[src/dpmc_pkg.sv]
package dpmc_pkg;
  // clock and pin timing, times in ns, counts derived from the clock rate
  localparam int CLK_PERIOD_NS = 10;
  localparam int T_ARB_NS = 20;
  localparam int T_WPULSE_NS = 50;
  localparam int T_ACCESS_NS = 70;
  localparam int T_RECOVER_NS = 20;

  // least times round up to whole cycles, never below one
  function automatic logic [7:0] dpmc_cycles_up(input int ns);
    int c;
    c = (ns + CLK_PERIOD_NS - 1) / CLK_PERIOD_NS;
    if (c < 1) begin
      c = 1;
    end
    return c[7:0];
  endfunction : dpmc_cycles_up

  localparam logic [7:0] ARB_CYCLES = dpmc_cycles_up(T_ARB_NS);
  localparam logic [7:0] WPULSE_CYCLES = dpmc_cycles_up(T_WPULSE_NS);
  localparam logic [7:0] ACCESS_CYCLES = dpmc_cycles_up(T_ACCESS_NS);
  localparam logic [7:0] RECOVER_CYCLES = dpmc_cycles_up(T_RECOVER_NS);

  // mailbox words of the far device
  localparam logic [12:0] MAILBOX_OWN_ADDR = 13'h1FFE;
  localparam logic [12:0] MAILBOX_PEER_ADDR = 13'h1FFF;

  // register byte offsets
  localparam logic [7:0] REG_CTRL = 8'h00;
  localparam logic [7:0] REG_ADDR = 8'h04;
  localparam logic [7:0] REG_WDATA = 8'h08;
  localparam logic [7:0] REG_RDATA = 8'h0C;
  localparam logic [7:0] REG_STATUS = 8'h10;

  // control fields
  localparam int CTRL_OP_LSB = 0;
  localparam int CTRL_START = 2;
  localparam int CTRL_MAILBOX_USE = 3;
  localparam int CTRL_MASTER_SEL = 4;
  localparam int CTRL_SLAVE_INHIBIT = 5;
  localparam logic [5:0] CTRL_RESET = 6'h00;
  localparam logic [5:0] CTRL_STORE_MASK = 6'h3B;

  // status fields
  localparam int STAT_BUSY = 0;
  localparam int STAT_DONE = 1;
  localparam int STAT_COLLISION = 2;
  localparam int STAT_SEM_OWNED = 3;
  localparam int STAT_MAILBOX = 4;

  localparam logic [1:0] RESP_OKAY = 2'h0;
  localparam logic [1:0] RESP_SLVERR = 2'h2;

  typedef enum logic [1:0] {
    OP_READ,
    OP_WRITE,
    OP_SEM_TAKE,
    OP_SEM_RELEASE
  } dpmc_op_type;

  typedef enum logic [2:0] {
    ST_IDLE,
    ST_ARB,
    ST_WPULSE,
    ST_READ,
    ST_RECOVER
  } dpmc_state_type;
endpackage : dpmc_pkg

[src/dpmc_host.sv]
`timescale 1ns/1ns
module dpmc_host (
  // clock and reset
  input wire logic ref_clk,
  input wire logic reset,
  // axi4-lite write channels
  input wire logic [7:0] s_awaddr,
  input wire logic s_awvalid,
  output logic s_awready,
  input wire logic [31:0] s_wdata,
  input wire logic [3:0] s_wstrb,
  input wire logic s_wvalid,
  output logic s_wready,
  output logic [1:0] s_bresp,
  output logic s_bvalid,
  input wire logic s_bready,
  // axi4-lite read channels
  input wire logic [7:0] s_araddr,
  input wire logic s_arvalid,
  output logic s_arready,
  output logic [31:0] s_rdata,
  output logic [1:0] s_rresp,
  output logic s_rvalid,
  input wire logic s_rready,
  // memory port pins
  output logic [12:0] port_addr,
  input wire logic [15:0] port_data_in,
  output logic [15:0] port_data_out,
  output logic port_data_oe,
  output logic port_ce_n,
  output logic port_flag_space_select_n,
  output logic port_oe_n,
  output logic port_rw_n,
  output logic port_ub_n,
  output logic port_lb_n,
  // busy and mailbox flag from the device side
  input wire logic [1:0] port_busy_n,
  input wire logic left_mailbox_flag_n,
  // role straps for a two-device width array
  output logic [1:0] role_select,
  output logic slave_busy_n
);
  dpmc_pkg::dpmc_state_type state;
  dpmc_pkg::dpmc_state_type next_state;
  logic [5:0] ctrl;
  logic [12:0] addr_reg;
  logic [15:0] wdata_reg;
  logic [15:0] rdata_reg;
  logic done_flag;
  logic collision_flag;
  logic sem_owned;
  logic mbx_pending;
  logic take_phase;
  // read-back of a take has finished, so the next recovery ends the access
  logic done_flag_pend;
  logic [7:0] sel_cnt;
  logic aw_held;
  logic w_held;
  logic [7:0] aw_addr;
  logic [31:0] w_data;
  logic [3:0] w_strb;
  logic timer_load;
  logic [7:0] timer_value;
  logic expired;

  // lane merge used by every writable register
  function automatic logic [31:0] dpmc_merge(input logic [31:0] old_v,
                                             input logic [31:0] new_v,
                                             input logic [3:0] strb);
    logic [31:0] r;
    r = old_v;
    for (int i = 0; i < 4; i++) begin
      if (strb[i]) begin
        r[8*i +: 8] = new_v[8*i +: 8];
      end
    end
    return r;
  endfunction : dpmc_merge

  // axi write decode
  wire do_write = aw_held && w_held && !s_bvalid;
  wire aw_take = s_awvalid && s_awready;
  wire w_take = s_wvalid && s_wready;
  wire hit_ctrl = (aw_addr == dpmc_pkg::REG_CTRL);
  wire hit_addr = (aw_addr == dpmc_pkg::REG_ADDR);
  wire hit_wdata = (aw_addr == dpmc_pkg::REG_WDATA);
  wire hit_status = (aw_addr == dpmc_pkg::REG_STATUS);
  wire hit_rdata = (aw_addr == dpmc_pkg::REG_RDATA);
  wire w_mapped = hit_ctrl || hit_addr || hit_wdata || hit_status || hit_rdata;
  wire [31:0] ctrl_merged = dpmc_merge({26'h0000000, ctrl}, w_data, w_strb);
  wire [31:0] addr_merged = dpmc_merge({19'h00000, addr_reg}, w_data, w_strb);
  wire [31:0] wdata_merged = dpmc_merge({16'h0000, wdata_reg}, w_data, w_strb);
  wire [31:0] status_w1c = dpmc_merge(32'h00000000, w_data, w_strb);
  wire op_idle = (state == dpmc_pkg::ST_IDLE);
  // settings are frozen while an access runs so the pins never shift mid-cycle
  wire wr_ctrl = do_write && hit_ctrl && op_idle;
  wire wr_addr = do_write && hit_addr && op_idle;
  wire wr_wdata = do_write && hit_wdata && op_idle;
  wire start_go = wr_ctrl && ctrl_merged[dpmc_pkg::CTRL_START];
  wire next_aw_held = (aw_held && !do_write) || aw_take;
  wire next_w_held = (w_held && !do_write) || w_take;
  wire next_bvalid = (s_bvalid && !s_bready) || do_write;

  // axi read decode
  wire ar_take = s_arvalid && s_arready;
  wire next_rvalid = (s_rvalid && !s_rready) || ar_take;
  wire [31:0] status_word = {27'h0000000, mbx_pending, sem_owned, collision_flag,
                             done_flag, !op_idle};
  wire r_mapped = (s_araddr == dpmc_pkg::REG_CTRL) || (s_araddr == dpmc_pkg::REG_ADDR) ||
                  (s_araddr == dpmc_pkg::REG_WDATA) || (s_araddr == dpmc_pkg::REG_RDATA) ||
                  (s_araddr == dpmc_pkg::REG_STATUS);
  wire [31:0] read_mux =
    (s_araddr == dpmc_pkg::REG_CTRL) ? {26'h0000000, ctrl} :
    (s_araddr == dpmc_pkg::REG_ADDR) ? {19'h00000, addr_reg} :
    (s_araddr == dpmc_pkg::REG_WDATA) ? {16'h0000, wdata_reg} :
    (s_araddr == dpmc_pkg::REG_RDATA) ? {16'h0000, rdata_reg} :
    (s_araddr == dpmc_pkg::REG_STATUS) ? status_word : 32'h00000000;

  // operation decode
  wire [1:0] op = ctrl[dpmc_pkg::CTRL_OP_LSB +: 2];
  wire op_sem = (op == dpmc_pkg::OP_SEM_TAKE) || (op == dpmc_pkg::OP_SEM_RELEASE);
  // a take is a write of zero followed by a read-back, never the other order
  wire op_writes = (op == dpmc_pkg::OP_WRITE) || (op == dpmc_pkg::OP_SEM_RELEASE) ||
                   ((op == dpmc_pkg::OP_SEM_TAKE) && !take_phase);
  wire busy_ok = &port_busy_n;
  wire arb_stall = !op_sem && !busy_ok;
  wire read_end = (state == dpmc_pkg::ST_READ) && expired;
  wire take_read_end = read_end && (op == dpmc_pkg::OP_SEM_TAKE);
  wire collision_set = (state == dpmc_pkg::ST_ARB) && expired && arb_stall;
  // a take reports done only after its read-back half has finished
  wire done_set = (state == dpmc_pkg::ST_RECOVER) && expired &&
                  !((op == dpmc_pkg::OP_SEM_TAKE) && !done_flag_pend);
  wire take_rearm = (state == dpmc_pkg::ST_WPULSE) && expired &&
                    (op == dpmc_pkg::OP_SEM_TAKE);
  wire next_active = (next_state == dpmc_pkg::ST_ARB) ||
                     (next_state == dpmc_pkg::ST_WPULSE) ||
                     (next_state == dpmc_pkg::ST_READ);
  // semaphore writes use bit zero only; replicated so any lane works
  wire [15:0] drive_word = op_sem ? {16{op == dpmc_pkg::OP_SEM_RELEASE}} : wdata_reg;
  wire next_mbx = ctrl[dpmc_pkg::CTRL_MAILBOX_USE] && !left_mailbox_flag_n;

  // access sequencer: select, wait for the busy decision, then strobe
  always_comb begin
    next_state = state;
    timer_load = 1'b0;
    timer_value = dpmc_pkg::ARB_CYCLES;
    case (state)
      dpmc_pkg::ST_IDLE: begin
        if (start_go) begin
          next_state = dpmc_pkg::ST_ARB;
          timer_load = 1'b1;
        end
      end
      dpmc_pkg::ST_ARB: begin
        // a busy port waits with its write held back until the device frees it
        if (expired && !arb_stall) begin
          timer_load = 1'b1;
          if (op_writes) begin
            next_state = dpmc_pkg::ST_WPULSE;
            timer_value = dpmc_pkg::WPULSE_CYCLES;
          end else begin
            next_state = dpmc_pkg::ST_READ;
            timer_value = dpmc_pkg::ACCESS_CYCLES;
          end
        end
      end
      dpmc_pkg::ST_WPULSE, dpmc_pkg::ST_READ: begin
        if (expired) begin
          next_state = dpmc_pkg::ST_RECOVER;
          timer_load = 1'b1;
          timer_value = dpmc_pkg::RECOVER_CYCLES;
        end
      end
      dpmc_pkg::ST_RECOVER: begin
        if (expired) begin
          timer_load = 1'b1;
          next_state = (take_phase && !done_flag_pend) ? dpmc_pkg::ST_ARB
                                                       : dpmc_pkg::ST_IDLE;
        end
      end
      default: begin
        next_state = dpmc_pkg::ST_IDLE;
      end
    endcase
  end

  dpmc_timer u_timer (
    .ref_clk(ref_clk),
    .reset(reset),
    .load(timer_load),
    .value(timer_value),
    .expired(expired)
  );

  // bus handshake state
  always_ff @(posedge ref_clk) begin
    if (reset) begin
      aw_held <= 1'b0;
      w_held <= 1'b0;
      s_awready <= 1'b0;
      s_wready <= 1'b0;
      s_bvalid <= 1'b0;
      s_bresp <= dpmc_pkg::RESP_OKAY;
      s_arready <= 1'b0;
      s_rvalid <= 1'b0;
      s_rresp <= dpmc_pkg::RESP_OKAY;
      s_rdata <= 32'h00000000;
      aw_addr <= 8'h00;
      w_data <= 32'h00000000;
      w_strb <= 4'h0;
    end else begin
      aw_held <= next_aw_held;
      w_held <= next_w_held;
      s_awready <= !next_aw_held && !next_bvalid;
      s_wready <= !next_w_held && !next_bvalid;
      s_bvalid <= next_bvalid;
      s_arready <= !next_rvalid;
      s_rvalid <= next_rvalid;
      if (aw_take) begin
        aw_addr <= s_awaddr;
      end
      if (w_take) begin
        w_data <= s_wdata;
        w_strb <= s_wstrb;
      end
      if (do_write) begin
        s_bresp <= w_mapped ? dpmc_pkg::RESP_OKAY : dpmc_pkg::RESP_SLVERR;
      end
      if (ar_take) begin
        s_rdata <= read_mux;
        s_rresp <= r_mapped ? dpmc_pkg::RESP_OKAY : dpmc_pkg::RESP_SLVERR;
      end
    end
  end

  // software registers; sticky bits let a same-cycle set beat the clear
  always_ff @(posedge ref_clk) begin
    if (reset) begin
      ctrl <= dpmc_pkg::CTRL_RESET;
      addr_reg <= 13'h0000;
      wdata_reg <= 16'h0000;
      rdata_reg <= 16'h0000;
      done_flag <= 1'b0;
      collision_flag <= 1'b0;
      sem_owned <= 1'b0;
      mbx_pending <= 1'b0;
    end else begin
      if (wr_ctrl) begin
        ctrl <= ctrl_merged[5:0] & dpmc_pkg::CTRL_STORE_MASK;
        ctrl[dpmc_pkg::CTRL_OP_LSB +: 2] <= ctrl_merged[1:0];
      end
      if (wr_addr) begin
        addr_reg <= addr_merged[12:0];
      end
      if (wr_wdata) begin
        wdata_reg <= wdata_merged[15:0];
      end
      if (read_end) begin
        rdata_reg <= port_data_in;
      end
      done_flag <= (done_flag && !(do_write && hit_status && status_w1c[dpmc_pkg::STAT_DONE]))
                   || done_set;
      collision_flag <= (collision_flag &&
                         !(do_write && hit_status && status_w1c[dpmc_pkg::STAT_COLLISION]))
                        || collision_set;
      // token is ours when the read-back shows zero on bit zero
      if (take_read_end) begin
        sem_owned <= !port_data_in[0];
      end else if (state == dpmc_pkg::ST_RECOVER && op == dpmc_pkg::OP_SEM_RELEASE) begin
        sem_owned <= 1'b0;
      end
      mbx_pending <= next_mbx;
    end
  end

  // sequencer state and pin drive; pins follow the next state so they are registered
  always_ff @(posedge ref_clk) begin
    if (reset) begin
      state <= dpmc_pkg::ST_IDLE;
      take_phase <= 1'b0;
      done_flag_pend <= 1'b0;
      sel_cnt <= 8'h00;
      port_addr <= 13'h0000;
      port_data_out <= 16'h0000;
      port_data_oe <= 1'b0;
      port_ce_n <= 1'b1;
      port_flag_space_select_n <= 1'b1;
      port_oe_n <= 1'b1;
      port_rw_n <= 1'b1;
      port_ub_n <= 1'b1;
      port_lb_n <= 1'b1;
      role_select <= 2'h1;
      slave_busy_n <= 1'b1;
    end else begin
      state <= next_state;
      take_phase <= (take_phase || take_rearm) && (next_state != dpmc_pkg::ST_IDLE);
      done_flag_pend <= (done_flag_pend || take_read_end) && (next_state != dpmc_pkg::ST_IDLE);
      sel_cnt <= !next_active ? 8'h00 : ((sel_cnt == 8'hFF) ? sel_cnt : sel_cnt + 8'h01);
      port_addr <= addr_reg;
      port_data_out <= drive_word;
      // data stays driven through recovery so it holds past the rising write strobe
      port_data_oe <= (next_state == dpmc_pkg::ST_WPULSE) ||
                      (port_data_oe && next_state == dpmc_pkg::ST_RECOVER);
      port_ce_n <= !(next_active && !op_sem);
      port_flag_space_select_n <= !(next_active && op_sem);
      port_oe_n <= !(next_state == dpmc_pkg::ST_READ);
      port_rw_n <= !(next_state == dpmc_pkg::ST_WPULSE);
      port_ub_n <= !next_active;
      port_lb_n <= !next_active;
      // exactly one device of the pair takes the master strap
      role_select <= ctrl[dpmc_pkg::CTRL_MASTER_SEL] ? 2'h2 : 2'h1;
      slave_busy_n <= !ctrl[dpmc_pkg::CTRL_SLAVE_INHIBIT];
    end
  end

  sel_before_write_a: assert property (@(posedge ref_clk) disable iff (reset)
    $fell(port_rw_n) |-> (sel_cnt >= dpmc_pkg::ARB_CYCLES) && !(port_ce_n && port_flag_space_select_n))
    else $error("write strobe before busy decision window");
  write_holds_select_a: assert property (@(posedge ref_clk) disable iff (reset)
    !port_rw_n |-> $stable(port_addr) && !(port_ce_n && port_flag_space_select_n))
    else $error("address or select moved during write strobe");
  busy_stall_a: assert property (@(posedge ref_clk) disable iff (reset)
    (state == dpmc_pkg::ST_ARB && expired && !op_sem && port_busy_n != 2'h3)
    |=> state == dpmc_pkg::ST_ARB && port_rw_n)
    else $error("access went ahead while a bank signalled busy");
  one_master_a: assert property (@(posedge ref_clk) disable iff (reset)
    $onehot(role_select))
    else $error("role straps not exactly one master");
  slave_inhibit_a: assert property (@(posedge ref_clk) disable iff (reset)
    $changed(ctrl[dpmc_pkg::CTRL_SLAVE_INHIBIT])
    |=> slave_busy_n == !$past(ctrl[dpmc_pkg::CTRL_SLAVE_INHIBIT]))
    else $error("slave busy strap did not follow inhibit setting");
  sem_take_zero_a: assert property (@(posedge ref_clk) disable iff (reset)
    $fell(port_rw_n) && !port_flag_space_select_n && op == dpmc_pkg::OP_SEM_TAKE
    |-> port_data_out == 16'h0000 ##1 1'b1)
    else $error("semaphore take did not write zero");
  sem_release_one_a: assert property (@(posedge ref_clk) disable iff (reset)
    $fell(port_rw_n) && !port_flag_space_select_n && op == dpmc_pkg::OP_SEM_RELEASE
    |-> port_data_out == 16'hFFFF)
    else $error("semaphore release did not write one");
  mailbox_plain_a: assert property (@(posedge ref_clk) disable iff (reset)
    !ctrl[dpmc_pkg::CTRL_MAILBOX_USE] ##1 !ctrl[dpmc_pkg::CTRL_MAILBOX_USE] |-> !mbx_pending)
    else $error("mailbox shown while mailbox use is off");
endmodule : dpmc_host

[src/dpmc_timer.sv]
`timescale 1ns/1ns
module dpmc_timer (
  // clock and reset
  input wire logic ref_clk,
  input wire logic reset,
  // load and state
  input wire logic load,
  input wire logic [7:0] value,
  output logic expired
);
  logic [7:0] count;

  assign expired = (count == 8'h00);

  // counts down to zero after a load of the phase length minus one
  always_ff @(posedge ref_clk) begin
    if (reset) begin
      count <= 8'h00;
    end else if (load) begin
      count <= value - 8'h01;
    end else if (!expired) begin
      count <= count - 8'h01;
    end
  end
endmodule : dpmc_timer

[config.mk]
export PLATFORM = sky130hd
export DESIGN_NAME = dpmc_host
export DESIGN_NICKNAME = d
export VERILOG_FILES = /design/src/dpmc_pkg.sv /design/src/dpmc_host.sv /design/src/dpmc_timer.sv
export SDC_FILE = /design/constraint.sdc
export NUM_CORES = 1
export LEC_CHECK = 0
export ABC_AREA = 1
export BUFFER_PORTS_ARGS = -buffer_cell sky130_fd_sc_hd__buf_2
export CORE_MARGIN = 3
export CORE_UTILIZATION = 48
export DETAILED_ROUTE_END_ITERATION = 12
export PLACE_DENSITY = 0.7
export SLEW_MARGIN = 10
export SYNTH_ARGS = -nofsm -noshare
export SYNTH_HDL_FRONTEND = slang
export SYNTH_SLANG_ARGS = --single-unit
[constraint.sdc]
create_clock -name ref_clk -period 3.1 [get_ports ref_clk]
set_clock_uncertainty 0.2 [all_clocks]
set_input_delay 0.31 -clock ref_clk [delete_from_list [all_inputs] [get_ports ref_clk]]
set_output_delay 0.31 -clock ref_clk [all_outputs]
set_load 0.005 [all_outputs]
==> run_results.csv <==
group,metric,value,unit
floorplanning,start_util,49.3,%
outcome,status,"finished clean",
worst_setup_path,crit_slowest_cell,"nor2_4",
cts,postCtsResizedCells,0,
routing,drtIter0Drc,451,
pwr,leakagePower,3.41,nW
timing,worst_slew_pin_slew,628,ps
timing,fmax,411,MHz
layout,layout.cells.most_common,"dfxtp_1",
placement,gp_congestion,0.821,
routing,wl_per_cell,13.6,um
pwr,power,4.67,mW
placement,dpl.hpwl,10900,um
grt,grt_pass1_vias,5162,
timing,period_share,78.5,%
pwr,vdd_drop_max,0.373,mV
cts,postCtsSetupRepairBufs,0,
worst_setup_path,endpoint_kind,"flip-flop",
grt,grt_pass1_wl,25000,um
layout,layout.cells.most_common_list,"dfxtp_1, nor2_1, buf_2",
routing,drcViolationCount,0,
routing,ant_nets,0,
worst_setup_path,crit_path_start_kind,"flip-flop",
grt,grt_start_max_net_pins,54,
layout,n_fill_cell,1171,
floorplanning,rows,41,
logic_synthesis,synthCells,805,
grt,grt_antenna_before_repair,0,
worst_setup_path,setup.worst_path.end,"u_timer.count[1]$_SDFFE_PP0P_",
timing,slew_violations,0,
timing,period_needed,2430,ps
logic_synthesis,synth-seq-cells,156,
layout,drive_gt1_share,20.2,%
floorplanning,die_width,120,um
routing,num_vias,5588,
worst_setup_path,r2r_slack,670,ps
logic_synthesis,netlist-cell-type-count,38,
cts,cts_tree,"built",
layout,nNetsFinal,1037,
timing,fin_tns_setup,0,ps
grt,grtUsageTotal,21.8,%
timing,setup_viol,0,
worst_hold_path,min-delay-start,"s_wdata[0]",
worst_setup_path,critPathKind,"flip-flop to flip-flop",
routing,routed_wirelength,15500,um
logic_synthesis,syn_area_per_cell,7.75,um^2
cts,clock-sinks,156,
placement,place.port_buffers,121,
floorplanning,dieArea,14400,um^2
timing,rsz0062_at_grt,"no",
cts,cts-root-buf,"clkbuf_16",
logic_synthesis,synth_edf_count,0,
worst_setup_path,worstRegToRegCells,12,
worst_setup_path,startpoint,"u_timer.count[0]$_SDFFE_PP0P_",
worst_setup_path,worstPathArrival,2520,ps
worst_setup_path,cp.required,3180,ps
layout,synthToLayoutAreaGrowth,25.3,%
worst_hold_path,hold_class,"primary input to flip-flop",
timing,slew_headroom,57.8,%
cts,ctsLongestPathBuffers,2,
worst_setup_path,path_cells,"inv_1 > ha_1 > nand2_2 > nor2_4 > nand3_1 > a21oi_1 > inv_1 > ha_1 > nand2_1 > nand2_1 > nor2_1 > nor2_1",
timing,setup_ws,667,ps
floorplanning,die_h,120,um
worst_setup_path,crit_fanout,15,
logic_synthesis,ys_seq_area_share,50.0,%
logic_synthesis,yosys_warnings,0,
cts,ctsHtreeMaxLevel,4,
floorplanning,core-area,12700,um^2
cts,clk_pin_slew,60,ps
pwr,cellPowerDensity,597,nW/um^2
flow_run,maxCapViolations,0,
routing,dr.pass1.iters,6,
worst_setup_path,timing.rr.end,"u_timer.count[1]$_SDFFE_PP0P_",
worst_setup_path,rr_startpoint,"u_timer.count[0]$_SDFFE_PP0P_",
routing,viasPerCell,4.91,
cts,cts_buffers,17,
timing,hold_viol,0,
logic_synthesis,synth_area,6240,um^2
cts,clk_latency,420,ps
worst_setup_path,cp_slowest_stage_delay,330,ps
floorplanning,io_pins,158,
layout,n_antenna_cell,0,
logic_synthesis,synth_ff_type,"dfxtp_1",
placement,dp_slack,718,ps
logic_synthesis,async_flop_share,0,%
grt,grt_overflow,0,
cells in the mapped netlist (2+ instances only):
cell,count,area (um^2)
inv_2,9,33.8
buf_2,10,50.1
nand4_1,7,43.8
a211oi_1,5,37.5
nor2_4,4,45.0
buf_6,2,22.5
o22ai_1,3,18.8
nor4_4,2,42.5
o211ai_1,11,82.6
o21ai_1,3,15.0
nor2_1,125,469
dfxtp_1,156,3120
o31ai_1,2,15.0
nor2_2,7,43.8
nand3_1,31,155
nor3_1,3,15.0
xnor2_1,3,26.3
nand2_1,98,368
a21oi_1,99,495
o21ai_0,74,370
clkbuf_1,22,82.6
buf_4,21,158
xor2_1,4,35.0
nand2_2,6,37.5
ha_1,3,37.5
inv_1,83,312
cells by family after synthesis:
family,share of synthesized area (%)
adders and majority gates,0.601
and+or+nand+nor,20.2
other,0.0601
AOI/OAI and AO/OA,17.5
buffers and inverters,10.6
xor gates and xnor gates,0.982
DFF,50.0
repair_timing:
| action | in CTS | in global routing |
|---|---|---|
| setup endpoints to repair | 0 | 0 |
| endpoints found under the hold margin | 39 | 0 |
| hold buffers | 39 | 0 |
report_power, final:
group	internal (mW)	switching, mW	total, mW	leakage (nW)
combinational	0.258	0.360	0.619	1.88
clock	1.11	0.804	1.92	0.257
sequential	2.08	0.0526	2.13	1.26
total	3.45	1.22	4.67	3.41
routing by layer:
layer / vias to the layer above / wire length (um) / track usage [%] / share of wire [%]
met5: - / 0 / 0 / 0
met4: 0 / 226 / 7.30 / 1.5
met3: 20 / 924 / 5.56 / 6.0
met2: 181 / 6970 / 34.7 / 45
met1: 2515 / 7360 / 29.0 / 48
li1: 2872 / - / - / -
layout make-up:
cell class              count  area (um^2)  area share, %
repair buffers            170         1070           13.7
well taps                 172          215           2.75
clock inverters            11         97.6           1.25
inverters                  93          350           4.48
multi-input cells         518         2520           32.2
clock buffers              19          443           5.66
flip-flops and latches    156         3120           39.9
critical path, delay by kind of cell (launching register included):
kind | cells | cell delay, ps
AND/OR/NAND/NOR | 7 | 940
adder cells (fa/ha/maj) | 2 | 490
flip-flops | 1 | 310
AO/OA/AOI/OAI | 1 | 220
buffers and inverters | 2 | 150
metrics by stage:
stage	utilization [%]	hold WS (ps)	area, um^2	cells
5_1_grt	61.7	8.91	7820	1139
6_report	61.7	5.10	7820	1139
2_1_floorplan	-	179	6310	822
4_1_cts	61.7	1.22	7820	1139
3_5_place_dp	54.4	224	6890	1070
3_3_place_gp	54.4	218	6890	1070
how the worst min path moves through the flow:
stage                                  to  slack (ps)  cells past startpoint
6_report           w_data[0]$_SDFFE_PP0P_           5                      3
5_1_grt        rdata_reg[15]$_SDFFE_PP0P_           9                      3
4_1_cts            w_data[0]$_SDFFE_PP0P_           1                      3
3_5_place_dp      slave_busy_n$_SDFF_PP1_         220                      1
3_3_place_gp      slave_busy_n$_SDFF_PP1_         220                      1
2_1_floorplan     slave_busy_n$_SDFF_PP1_         180                      1
Note: power is estimated with default switching activity, not from simulation.
